### config.mk
export PLATFORM = sky130hd
export DESIGN_NAME = acem_monitor
export DESIGN_NICKNAME = d
export VERILOG_FILES = /design/src/core/acem_monitor.v /design/src/core/acem_sync.v
export VERILOG_INCLUDE_DIRS = /design/src /design/src/core
export SDC_FILE = /design/constraint.sdc
export NUM_CORES = 1
export LEC_CHECK = 0
export BUFFER_PORTS_ARGS = -buffer_cell sky130_fd_sc_hd__buf_2
export CAP_MARGIN = 20
export CORE_AREA = 2 2 137 139
export DETAILED_ROUTE_END_ITERATION = 8
export DIE_AREA = 0 0 139 141
export PLACE_DENSITY = 0.7
export SLEW_MARGIN = 20
export SYNTH_ARGS = -nofsm -noshare
export SYNTH_HDL_FRONTEND = slang
export SYNTH_SLANG_ARGS = --single-unit
export TNS_END_PERCENT = 10
### constraint.sdc
create_clock -name sys_clk -period 10 [get_ports sys_clk]
set_input_delay 0.5 -clock sys_clk [delete_from_list [all_inputs] [get_ports sys_clk]]
set_output_delay 0.5 -clock sys_clk [all_outputs]
set_load 0.005 [all_outputs]
### src/core/acem_defines.vh
`ifndef ACEM_DEFINES_VH
`define ACEM_DEFINES_VH

// Register addresses
`define ACEM_ADDR_IGNORE      8'h25
`define ACEM_ADDR_COUNTS      8'h26

// Reset values
`define ACEM_RST_IGNORE       8'h00
`define ACEM_RST_COUNTS       8'h11

// Ignore register field positions
`define ACEM_BIT_RESERVED     7
`define ACEM_BIT_RATE         6
`define ACEM_BIT_BITCLK       5
`define ACEM_BIT_MCLK_RATIO   4
`define ACEM_BIT_MCLK_HALT    3
`define ACEM_BIT_MISSING      2
`define ACEM_BIT_AUTOSET_DIS  1
`define ACEM_BIT_PLL          0

// Count register fields
`define ACEM_GOOD_MSB         7
`define ACEM_GOOD_LSB         4
`define ACEM_BAD_MSB          3
`define ACEM_BAD_LSB          0

// Bit clocks per frame limits
`define ACEM_BITS_MIN         10'h020
`define ACEM_BITS_MAX         10'h100

// Clock rate and timing
`define ACEM_CLK_KHZ          20000
`define ACEM_HALT_TIME_NS     2000
`define ACEM_MISS_TIME_NS     1000000

`endif

### src/core/acem_monitor.v
`timescale 1ns/1ns
`include "acem_defines.vh"
module acem_monitor #(
    parameter MCW         = 12,
    parameter HALT_CYCLES = (`ACEM_HALT_TIME_NS * `ACEM_CLK_KHZ) / 1000000,
    parameter MISS_CYCLES = (`ACEM_MISS_TIME_NS * `ACEM_CLK_KHZ) / 1000000
) (
    // Clock and reset
    input  wire           sys_clk,
    input  wire           rst_n,
    // Register port
    input  wire [7:0]     reg_addr,
    input  wire [7:0]     reg_wdata,
    input  wire           reg_wr,
    input  wire           reg_rd,
    output reg  [7:0]     reg_rdata,
    // Audio clock pins
    input  wire           sclk,
    input  wire           lrclk,
    input  wire           mclk,
    // Other detectors and settings
    input  wire           pll_locked,
    input  wire           rate_fault,
    input  wire [4:0]     masterclk_count_tolerance,
    input  wire [7:0]     manual_sclk_divider,
    // Status outputs
    output reg            clock_error,
    output reg            converter_powerdown,
    output reg            pll_lock_status,
    output reg            bitclk_good,
    output reg            divider_autoset,
    output reg  [7:0]     sclk_divider
);

    reg  [7:0]     ctrl_ignore;
    reg  [7:0]     ctrl_counts;
    wire [3:0]     pin_sync;
    reg  [2:0]     pin_prev;
    reg  [9:0]     bit_cnt;
    reg  [9:0]     bit_prev;
    reg  [MCW-1:0] mclk_cnt;
    reg  [MCW-1:0] mclk_frame;
    reg  [7:0]     mclk_per_bit;
    reg  [7:0]     auto_div;
    reg  [3:0]     good_run;
    reg  [3:0]     bad_run;
    reg  [15:0]    halt_cnt;
    reg  [19:0]    lr_low_cnt;
    reg  [19:0]    sc_low_cnt;
    reg            ratio_ok;
    reg            first_frame;
    wire           sclk_rise;
    wire           lr_rise;
    wire           mclk_rise;
    wire           frame_valid;
    wire           ratio_fault;
    wire           halt_fault;
    wire           missing;
    wire           next_error;

    acem_sync #(
        .W (4)
    ) u_sync (
        .sys_clk  (sys_clk),
        .rst_n    (rst_n),
        .async_in ({pll_locked, mclk, lrclk, sclk}),
        .sync_out (pin_sync)
    );

    // Edge detection on synchronised pins
    assign sclk_rise = pin_sync[0] & ~pin_prev[0];
    assign lr_rise   = pin_sync[1] & ~pin_prev[1];
    assign mclk_rise = pin_sync[2] & ~pin_prev[2];

    assign frame_valid = (bit_cnt >= `ACEM_BITS_MIN) &&
                         (bit_cnt <= `ACEM_BITS_MAX) &&
                         (bit_cnt == bit_prev) && !first_frame;

    function ratio_match;
        input [MCW-1:0] cnt;
        input [4:0]     tol;
        reg   [MCW:0]   ratio;
        reg   [MCW:0]   diff;
        integer         i;
        begin
            ratio_match = 1'b0;
            for (i = 0; i < 10; i = i + 1)
            begin
                case (i)
                    0: ratio = 13'h0040;
                    1: ratio = 13'h0080;
                    2: ratio = 13'h00c0;
                    3: ratio = 13'h0100;
                    4: ratio = 13'h0180;
                    5: ratio = 13'h0200;
                    6: ratio = 13'h0300;
                    7: ratio = 13'h0400;
                    8: ratio = 13'h0600;
                    default: ratio = 13'h0800;
                endcase
                diff = ({1'b0, cnt} > ratio) ? ({1'b0, cnt} - ratio)
                                             : (ratio - {1'b0, cnt});
                if (diff <= {{(MCW-4){1'b0}}, tol})
                    ratio_match = 1'b1;
            end
        end
    endfunction

    // halt after no master clock edge for the halt time
    assign halt_fault = (halt_cnt >= HALT_CYCLES);
    assign ratio_fault = !ratio_ok;
    assign missing = (lr_low_cnt >= MISS_CYCLES) ||
                     (sc_low_cnt >= MISS_CYCLES);

    assign next_error =
        (rate_fault   & ~ctrl_ignore[`ACEM_BIT_RATE]) |
        (~bitclk_good & ~ctrl_ignore[`ACEM_BIT_BITCLK]) |
        (ratio_fault  & ~ctrl_ignore[`ACEM_BIT_MCLK_RATIO]) |
        (halt_fault   & ~ctrl_ignore[`ACEM_BIT_MCLK_HALT]) |
        (~pin_sync[3] & ~ctrl_ignore[`ACEM_BIT_PLL]);

    // Register writes
    always @(posedge sys_clk or negedge rst_n)
    begin
        if (!rst_n)
        begin
            ctrl_ignore <= `ACEM_RST_IGNORE;
            ctrl_counts <= `ACEM_RST_COUNTS;
        end
        else if (reg_wr)
        begin
            if (reg_addr == `ACEM_ADDR_IGNORE)
                ctrl_ignore <= reg_wdata;
            if (reg_addr == `ACEM_ADDR_COUNTS)
                ctrl_counts <= reg_wdata;
        end
    end

    // Register reads, unmapped reads zero
    always @(posedge sys_clk or negedge rst_n)
    begin
        if (!rst_n)
            reg_rdata <= 8'h00;
        else if (reg_rd)
        begin
            if (reg_addr == `ACEM_ADDR_IGNORE)
                reg_rdata <= ctrl_ignore;
            else if (reg_addr == `ACEM_ADDR_COUNTS)
                reg_rdata <= ctrl_counts;
            else
                reg_rdata <= 8'h00;
        end
    end

    // Frame measurement of bit and master clocks
    always @(posedge sys_clk or negedge rst_n)
    begin
        if (!rst_n)
        begin
            pin_prev     <= 3'h0;
            bit_cnt      <= 10'h000;
            bit_prev     <= 10'h000;
            mclk_cnt     <= {MCW{1'b0}};
            mclk_frame   <= {MCW{1'b0}};
            mclk_per_bit <= 8'h00;
            auto_div     <= 8'h00;
            first_frame  <= 1'b1;
            ratio_ok     <= 1'b0;
        end
        else
        begin
            pin_prev <= pin_sync[2:0];
            if (lr_rise)
            begin
                bit_prev    <= bit_cnt;
                first_frame <= 1'b0;
                mclk_frame  <= mclk_cnt;
                ratio_ok    <= ratio_match(mclk_cnt,
                                           masterclk_count_tolerance);
                bit_cnt     <= {9'h000, sclk_rise};
                mclk_cnt    <= {{(MCW-1){1'b0}}, mclk_rise};
            end
            else
            begin
                if (sclk_rise && bit_cnt != 10'h3ff)
                    bit_cnt <= bit_cnt + 10'h001;
                if (mclk_rise && mclk_cnt != {MCW{1'b1}})
                    mclk_cnt <= mclk_cnt + {{(MCW-1){1'b0}}, 1'b1};
            end
            // Master clocks per bit clock for the auto divider
            // A master clock edge that lands with the bit clock edge opens
            // the next count, so it is not lost
            if (sclk_rise)
            begin
                auto_div     <= mclk_per_bit;
                mclk_per_bit <= {7'h00, mclk_rise};
            end
            else if (mclk_rise && mclk_per_bit != 8'hff)
                mclk_per_bit <= mclk_per_bit + 8'h01;
        end
    end

    // good and bad frame runs with hysteresis
    always @(posedge sys_clk or negedge rst_n)
    begin
        if (!rst_n)
        begin
            good_run    <= 4'h0;
            bad_run     <= 4'h0;
            bitclk_good <= 1'b0;
        end
        else if (lr_rise)
        begin
            if (frame_valid)
            begin
                bad_run <= 4'h0;
                if (good_run ==
                    ctrl_counts[`ACEM_GOOD_MSB:`ACEM_GOOD_LSB])
                    bitclk_good <= 1'b1;
                else
                    good_run <= good_run + 4'h1;
            end
            else
            begin
                good_run <= 4'h0;
                if (bad_run == ctrl_counts[`ACEM_BAD_MSB:`ACEM_BAD_LSB])
                    bitclk_good <= 1'b0;
                else
                    bad_run <= bad_run + 4'h1;
            end
        end
    end

    // Halt and low-stuck timers
    always @(posedge sys_clk or negedge rst_n)
    begin
        if (!rst_n)
        begin
            halt_cnt   <= 16'h0000;
            lr_low_cnt <= 20'h00000;
            sc_low_cnt <= 20'h00000;
        end
        else
        begin
            if (mclk_rise)
                halt_cnt <= 16'h0000;
            else if (!halt_fault)
                halt_cnt <= halt_cnt + 16'h0001;
            // high level clears the low timer
            if (pin_sync[1])
                lr_low_cnt <= 20'h00000;
            else if (lr_low_cnt < MISS_CYCLES)
                lr_low_cnt <= lr_low_cnt + 20'h00001;
            if (pin_sync[0])
                sc_low_cnt <= 20'h00000;
            else if (sc_low_cnt < MISS_CYCLES)
                sc_low_cnt <= sc_low_cnt + 20'h00001;
        end
    end

    // Registered status outputs
    always @(posedge sys_clk or negedge rst_n)
    begin
        if (!rst_n)
        begin
            clock_error         <= 1'b0;
            converter_powerdown <= 1'b0;
            pll_lock_status     <= 1'b0;
            divider_autoset     <= 1'b1;
            sclk_divider        <= 8'h00;
        end
        else
        begin
            clock_error <= next_error;
            converter_powerdown <= missing &
                                   ~ctrl_ignore[`ACEM_BIT_MISSING];
            pll_lock_status <= pin_sync[3];
            divider_autoset <= ~ctrl_ignore[`ACEM_BIT_AUTOSET_DIS];
            // manual value only when autoset disabled
            // manual path the host must use
            if (ctrl_ignore[`ACEM_BIT_AUTOSET_DIS])
                sclk_divider <= manual_sclk_divider;
            else
                sclk_divider <= auto_div;
        end
    end

endmodule // acem_monitor

### src/core/acem_sync.v
`timescale 1ns/1ns
// Two-stage synchroniser for asynchronous inputs
module acem_sync #(
    parameter W = 4
) (
    // Clock and reset
    input  wire         sys_clk,
    input  wire         rst_n,
    // Data
    input  wire [W-1:0] async_in,
    output reg  [W-1:0] sync_out
);

    reg [W-1:0] stage1;

    // First stage feeds only the second
    always @(posedge sys_clk or negedge rst_n)
    begin
        if (!rst_n)
        begin
            stage1   <= {W{1'b0}};
            sync_out <= {W{1'b0}};
        end
        else
        begin
            stage1   <= async_in;
            sync_out <= stage1;
        end
    end

endmodule // acem_sync

Word level (Yosys, flattened, before mapping)
Cells that the tools add are included.
{ "totals": {"out_inout_bits": 21, "regBits": 121, "inputBits": 38, "elab_cells": 170} }
{ "op_classes": {"n_addsub": 26, "magnitude_cmp": 23, "n_eq_ne": 12, "n_reduce_logical": 17, "bitwise_logic": 23, "mux": 48} }
{ "ops": {"columns": ["operator", "count"], "rows": [
  ["13-bit 2-to-1 mux", 20],
  ["12-bit by 13-bit > comparator with 1-bit output", 10],
  ["13-bit by 5-bit <= comparator with 1-bit output", 10],
  ["12-bit by 13-bit subtractor with 13-bit output", 10],
  ["13-bit by 12-bit subtractor with 13-bit output", 10],
  ["8-bit 2-to-1 mux", 5],
  ["16-bit 2-to-1 mux", 2],
  ["12-bit 2-to-1 mux", 2],
  ["10-bit 2-to-1 mux", 2],
  ["16-bit by 1-bit adder with 16-bit output (second input constant)", 1],
  ["8-bit by 6-bit == test with 1-bit output (second input constant)", 2],
  ["16-bit by 6-bit >= comparator with 1-bit output (second input constant)", 1],
  ["4-bit 2-to-1 mux", 4],
  ["1-bit 2-to-1 mux", 13],
  ["12-bit by 1-bit adder with 12-bit output (second input constant)", 1],
  ["12-bit inequality test (second input constant)", 1],
  ["1-bit NOT", 11],
  ["10-bit by 1-bit adder with 10-bit output (second input constant)", 1],
  ["10-bit == test", 1],
  ["10-bit by 6-bit >= comparator with 1-bit output (second input constant)", 1],
  ["10-bit by 9-bit <= comparator with 1-bit output (second input constant)", 1],
  ["10-bit inequality test (second input constant)", 1],
  ["4-bit by 1-bit adder with 4-bit output (second input constant)", 2],
  ["8-bit by 1-bit adder with 8-bit output (second input constant)", 1],
  ["11 further kinds", 36]
]} }

Depth between registers and ports, before layout
{ "logic_depth": {"depth_word": 16, "depth_mapped": 18, "mapped_depth_nobuf": 16} }

Cells and area by module
A second synthesis with hierarchy kept.
{ "unflattened": {"hier_cells": 992, "area_unflattened_um2": 8798.4} }
{ "modules_own_cells": {"columns": ["mod", "cells_each", "n_inst", "area_each_um2", "seq_area_each_um2"], "rows": [
  ["acem_monitor", 984, 1, 8598.2, 2832.7],
  ["acem_sync", 8, 1, 200.2, 200.2]
]} }

Least setup slack after synthesis
Ideal clock, no wire load.
{ "synth_path": {"path_kind": "reg2reg", "from": "register mclk_cnt[10]", "to": "register ratio_ok", "required_time_ns": 9.916, "n_path_buf": 2, "stages_incl_launch_ff": 19, "setup_ns": 0.084, "slack_ns": 5.593, "t_arrival_ns": 4.324, "period_less_slack_ns": 4.407, "cell_sequence": "dfrtp_1 > clkbuf_1 > inv_1 > clkbuf_1 > ha_1 > ha_1 > a21boi_0 > and2_1 > a31oi_1 > mux2_2 > ha_1 > nor2b_1 > o21a_1 > o21ai_0 > a221o_1 > o2111ai_1 > nor4_1 > a41oi_1 > a41oi_2"} }
{ "synth_via": {"elab_chain_len": 13, "elab_cells_between_ends": 60, "cone_classes": "add/sub: 20; order compare: 20; mux: 20"} }
{ "synth_lines": {"columns": ["item", "line", "source"], "rows": [
  ["start, declared", "acem_monitor.v:41", "reg [MCW-1:0] mclk_cnt;"],
  ["start signal, assigned", "acem_monitor.v:163", "mclk_cnt <= {MCW{1'b0}};"],
  ["start signal, assigned", "acem_monitor.v:181", "mclk_cnt <= {{(MCW-1){1'b0}}, mclk_rise};"],
  ["start signal, assigned", "acem_monitor.v:188", "mclk_cnt <= mclk_cnt + {{(MCW-1){1'b0}}, 1'b1};"],
  ["13-bit by 12-bit subtractor with 13-bit output (tied with other cells)", "acem_monitor.v:102", ": (ratio - {1'b0, cnt});"],
  ["13-bit 2-to-1 mux", "acem_monitor.v:101", "diff = ({1'b0, cnt} > ratio) ? ({1'b0, cnt} - ratio)"],
  ["13-bit by 5-bit <= comparator with 1-bit output", "acem_monitor.v:103", "if (diff <= {{(MCW-4){1'b0}}, tol})"],
  ["1-bit 2-to-1 mux (9 in series)", "acem_monitor.v:103", null],
  ["1-bit 2-to-1 mux (*)", "acem_monitor.v:103", null],
  ["end signal, assigned", "acem_monitor.v:178", "ratio_ok <= ratio_match(mclk_cnt,"],
  ["end, declared", "acem_monitor.v:50", "reg ratio_ok;"]
]} }
Every way passes the cells marked *; elsewhere a longest branch is shown, timed or not.
A chain may end at the register's enable or synchronous reset.

Final worst setup path
{ "layout_path": {"from": "register mclk_cnt[9]", "to": "register ratio_ok"} }
Same word-level chain as after synthesis.

==> results.md <==
* Initial DRC count at 662
* # DRC at 0
* Clock tree root buffer cell: clkbuf_16
* Vias in the first global route at 7,333
* Setup crit end kind: flop
* TritonCTS Buffers at 17
* Register clock-pin slew on the reported worst setup and hold paths at 0.05 ns
* Non-Filler Instances at 1,282
* Seq/Total Area, Yosys at 34.3%
* DR WL/cell at 18.2 um
* CTS sink cnt at 121
* Slew Viols, Final at 0
* Number of enable flip-flop cells after synthesis at 0
* Hold Vio Cnt, Final at 0
* Cell area after layout at 9880 sq um
* Number of distinct library cells after synthesis at 75
* Syn nets at 1,119
* Clock skew at 0.0112 ns
* Setup repair bufs after CTS at 0
* Status: finished, final reports clean
* Routed wire length at 23,300 um
* Vert. Die Dim at 141 um
* Tcrit/Tclk final at 54.1%
* Initial core utilization at 48.5%
* Peak supply drop at 0.172 mV
* Ys async rst share at 100%
* Layout area overhead at 11.7%
* Most frequent cells in the layout: 118 x nand2_1, 117 x dfrtp_1, 93 x nor2_1
* Row count at 50
* CP peak stage delay at 0.82 ns
* GR Util met1 at 31.7%
* RePlAce Congestion at 1.03
* Syn Area/Cell at 8.84 sq um
* Top cell type's share of synthesized area at 33.1%
* Number of max-cap violations at 0
* CP max-delay cell: dfrtp_1
* #FFs+latches synth at 121
* Fin worst setup slack at 4.59 ns
* Ant. Diodes at 0
* Hold_buf cts at 0
* Max Clk Rate at 0.185 GHz
* M2 GR Usage at 37.6%
* Rel. slew slack at 23.4%
* ANT nets after route at 0
* Largest net degree at the start of global routing at 65
* Top_reg_cell synth: dfrtp_1
* Power per cell area at 167 nW/um^2
* Vias/cell at 5.97
* Nature of the critical path startpoint: flop
* Met3 usage at 4.72%
* Hold Crit Class: input pin to asynchronous set/reset pin
* CP max FO at 22
* CP Class: flop to flop
* Total negative slack at 0 ns
* Initial antenna violation count at 0
* CP cell instances: inv_1 -> ha_1 -> ha_1 -> a21boi_0 -> and2_1 -> a31oi_1 -> mux2_2 -> ha_1 -> nor2b_1 -> o21a_1 -> o21ai_0 -> a221o_1 -> o2111ai_1 -> nor4_1 -> a41oi_1 -> a41oi_2
* Final Setup Violations at 0
* Leakage at 4.63 nW
* Crit path DAT at 5.74 ns
* Placed cell areas at 9310 sq um
* RSZ-0062 raised after global routing: no
* Post-CTS sizing at 0
* Core Region at 18,300 sq um
* Synth warnings at 0
* Synth area leaders: dfrtp_1 33%, ha_1 11%, xnor2_1 6.2%
* Chip width at 139 um
* Final HPWL DP at 16,600 um
* Global route hottest layer: met2
* Most used cell along the critical path: ha_1
* H-tree depth at 4
* Post-place setup slack at 4.65 ns
* Tightest Pin Transition at 1.15 ns
* Layout cells sized above 1 at 14.9%
* NumNets Final at 1,155
* CTS tree: yes
* Router iterations before antenna repair at 5
* # port buffers at 57
* Boundary Pins at 59
* Later-pin clock latency in the skew report at 0.41 ns
* Worst-case clock buffer depth at 2
* First-pass GRT wire length at 37,600 um
* Gr ovfl total at 0
* Vias at 7,657
* Commonest non-fill, non-tap cell in the layout: nand2_1
* Post-synth top area cell: dfrtp_1
* Placed Cells at 1,252
* Crit path max-delay family: compound AO/OA/AOI/OAI gates
* Synthesized cell area at 8850 sq um
* CP bufs+invs at 1
* Cells after Synth at 1,001
* Minimum clock period at 5.41 ns
* WP data required at 10.33 ns
* Total chip power at 0.00165 W
* Tot GR Track Use at 23.9%
* Die ar. at 19,600 sq um
## path summary, 6_finish.rpt
path                                                 start                            to  slack [ns]  depth (start not counted)
worst max-delay path               mclk_cnt[9]$_DFFE_PN0P_          ratio_ok$_DFFE_PN0P_        4.59                         16
worst min-delay path                                 rst_n  u_sync.sync_out[3]$_DFF_PN0_        0.18                          1
worst max register to register     mclk_cnt[9]$_DFFE_PN0P_          ratio_ok$_DFFE_PN0P_        4.59                         16
worst min register to register  u_sync.stage1[3]$_DFF_PN0_  u_sync.sync_out[3]$_DFF_PN0_        0.35                          0
max in group asynchronous                            rst_n   mclk_per_bit[6]$_DFFE_PN0P_        8.54                          2
min in group sys_clk                                  sclk    u_sync.stage1[0]$_DFF_PN0_        0.19                          1
## layer usage
metal	vias up	share of wire, %
li1	3644	-
met1	3705	45
met2	239	46
met3	69	5.1
met4	0	4.3
met5	-	0
## area by class of cell
type / instances / area, sq um
Fill cell: 1671 / 8380
Multi-Input combinational cell: 797 / 5490
Sequential cell: 121 / 3030
Clock buffer: 22 / 474
Timing Repair Buffer: 69 / 378
Tap cell: 234 / 293
Inverter: 31 / 116
Clock inverter: 8 / 96.3
## state kept, by name, summed over array words and instances, names as in the netlist, 8 cells and up
register,count
mclk_cnt,12
ctrl_counts,8
mclk_per_bit,8
bit_cnt,10
halt_cnt,16
sclk_divider,8
ctrl_ignore,8
reg_rdata,8
auto_div,8
bit_prev,10
## logic make-up (layout without fill, tap and decap cells)
group	Yosys count	after routing	synth area share (%)
AND/OR/NAND/NOR	372	372	20.7
AO/OA/AOI/OAI	204	204	15.0
flip-flops	121	121	34.3
XOR/XNOR	98	98	9.70
buffers and inverters	83	130	3.75
adder cells (fa/ha/maj)	80	80	11.3
multiplexers	42	42	5.27
other	1	1	0.0424
## synth_stat cells (all sizes together) (3+ instances only)
cell type	number
nand4	29
o21a	6
o21ai	48
o211ai	5
buf	6
mux2i	5
and2	14
nor4	19
and4	6
nand2b	6
nand3	27
a22oi	10
mux2	37
a31oi	20
or4	5
nor2	93
clkbuf	46
dfstp	4
and3	9
dfrtp	117
o31ai	7
nor2b	12
a21oi	47
a211oi	4
o22ai	8
nor3b	5
nand2	118
a221oi	4
or3	4
xnor2	63
o31a	3
xor2	35
a21o	10
a31o	3
ha	80
o21bai	3
inv	30
a21boi	4
nor3	15
## worst reg2reg max path, stage by stage (launching register included)
cell	delay [ns]
dfrtp_1	0.82
inv_1	0.52
ha_1	0.58
ha_1	0.44
a21boi_0	0.24
and2_1	0.26
a31oi_1	0.55
mux2_2	0.41
ha_1	0.27
nor2b_1	0.13
o21a_1	0.18
o21ai_0	0.14
a221o_1	0.17
o2111ai_1	0.09
nor4_1	0.26
a41oi_1	0.10
a41oi_2	0.17
## metrics by stage
stage | util, % | hold slack [ns]
2_1_floorplan | - | 0.204
3_3_place_gp | 51.0 | 0.335
3_5_place_dp | 51.0 | 0.340
4_1_cts | 54.1 | 0.176
5_1_grt | 54.1 | 0.178
6_report | 54.1 | 0.179
## where the power goes
group          switching (W)  internal, W
Clock               0.000201     0.000381
Combinational       0.000271     0.000215
Sequential         0.0000485     0.000530
Total               0.000521      0.00113
Power figures use the tool's default switching activity.
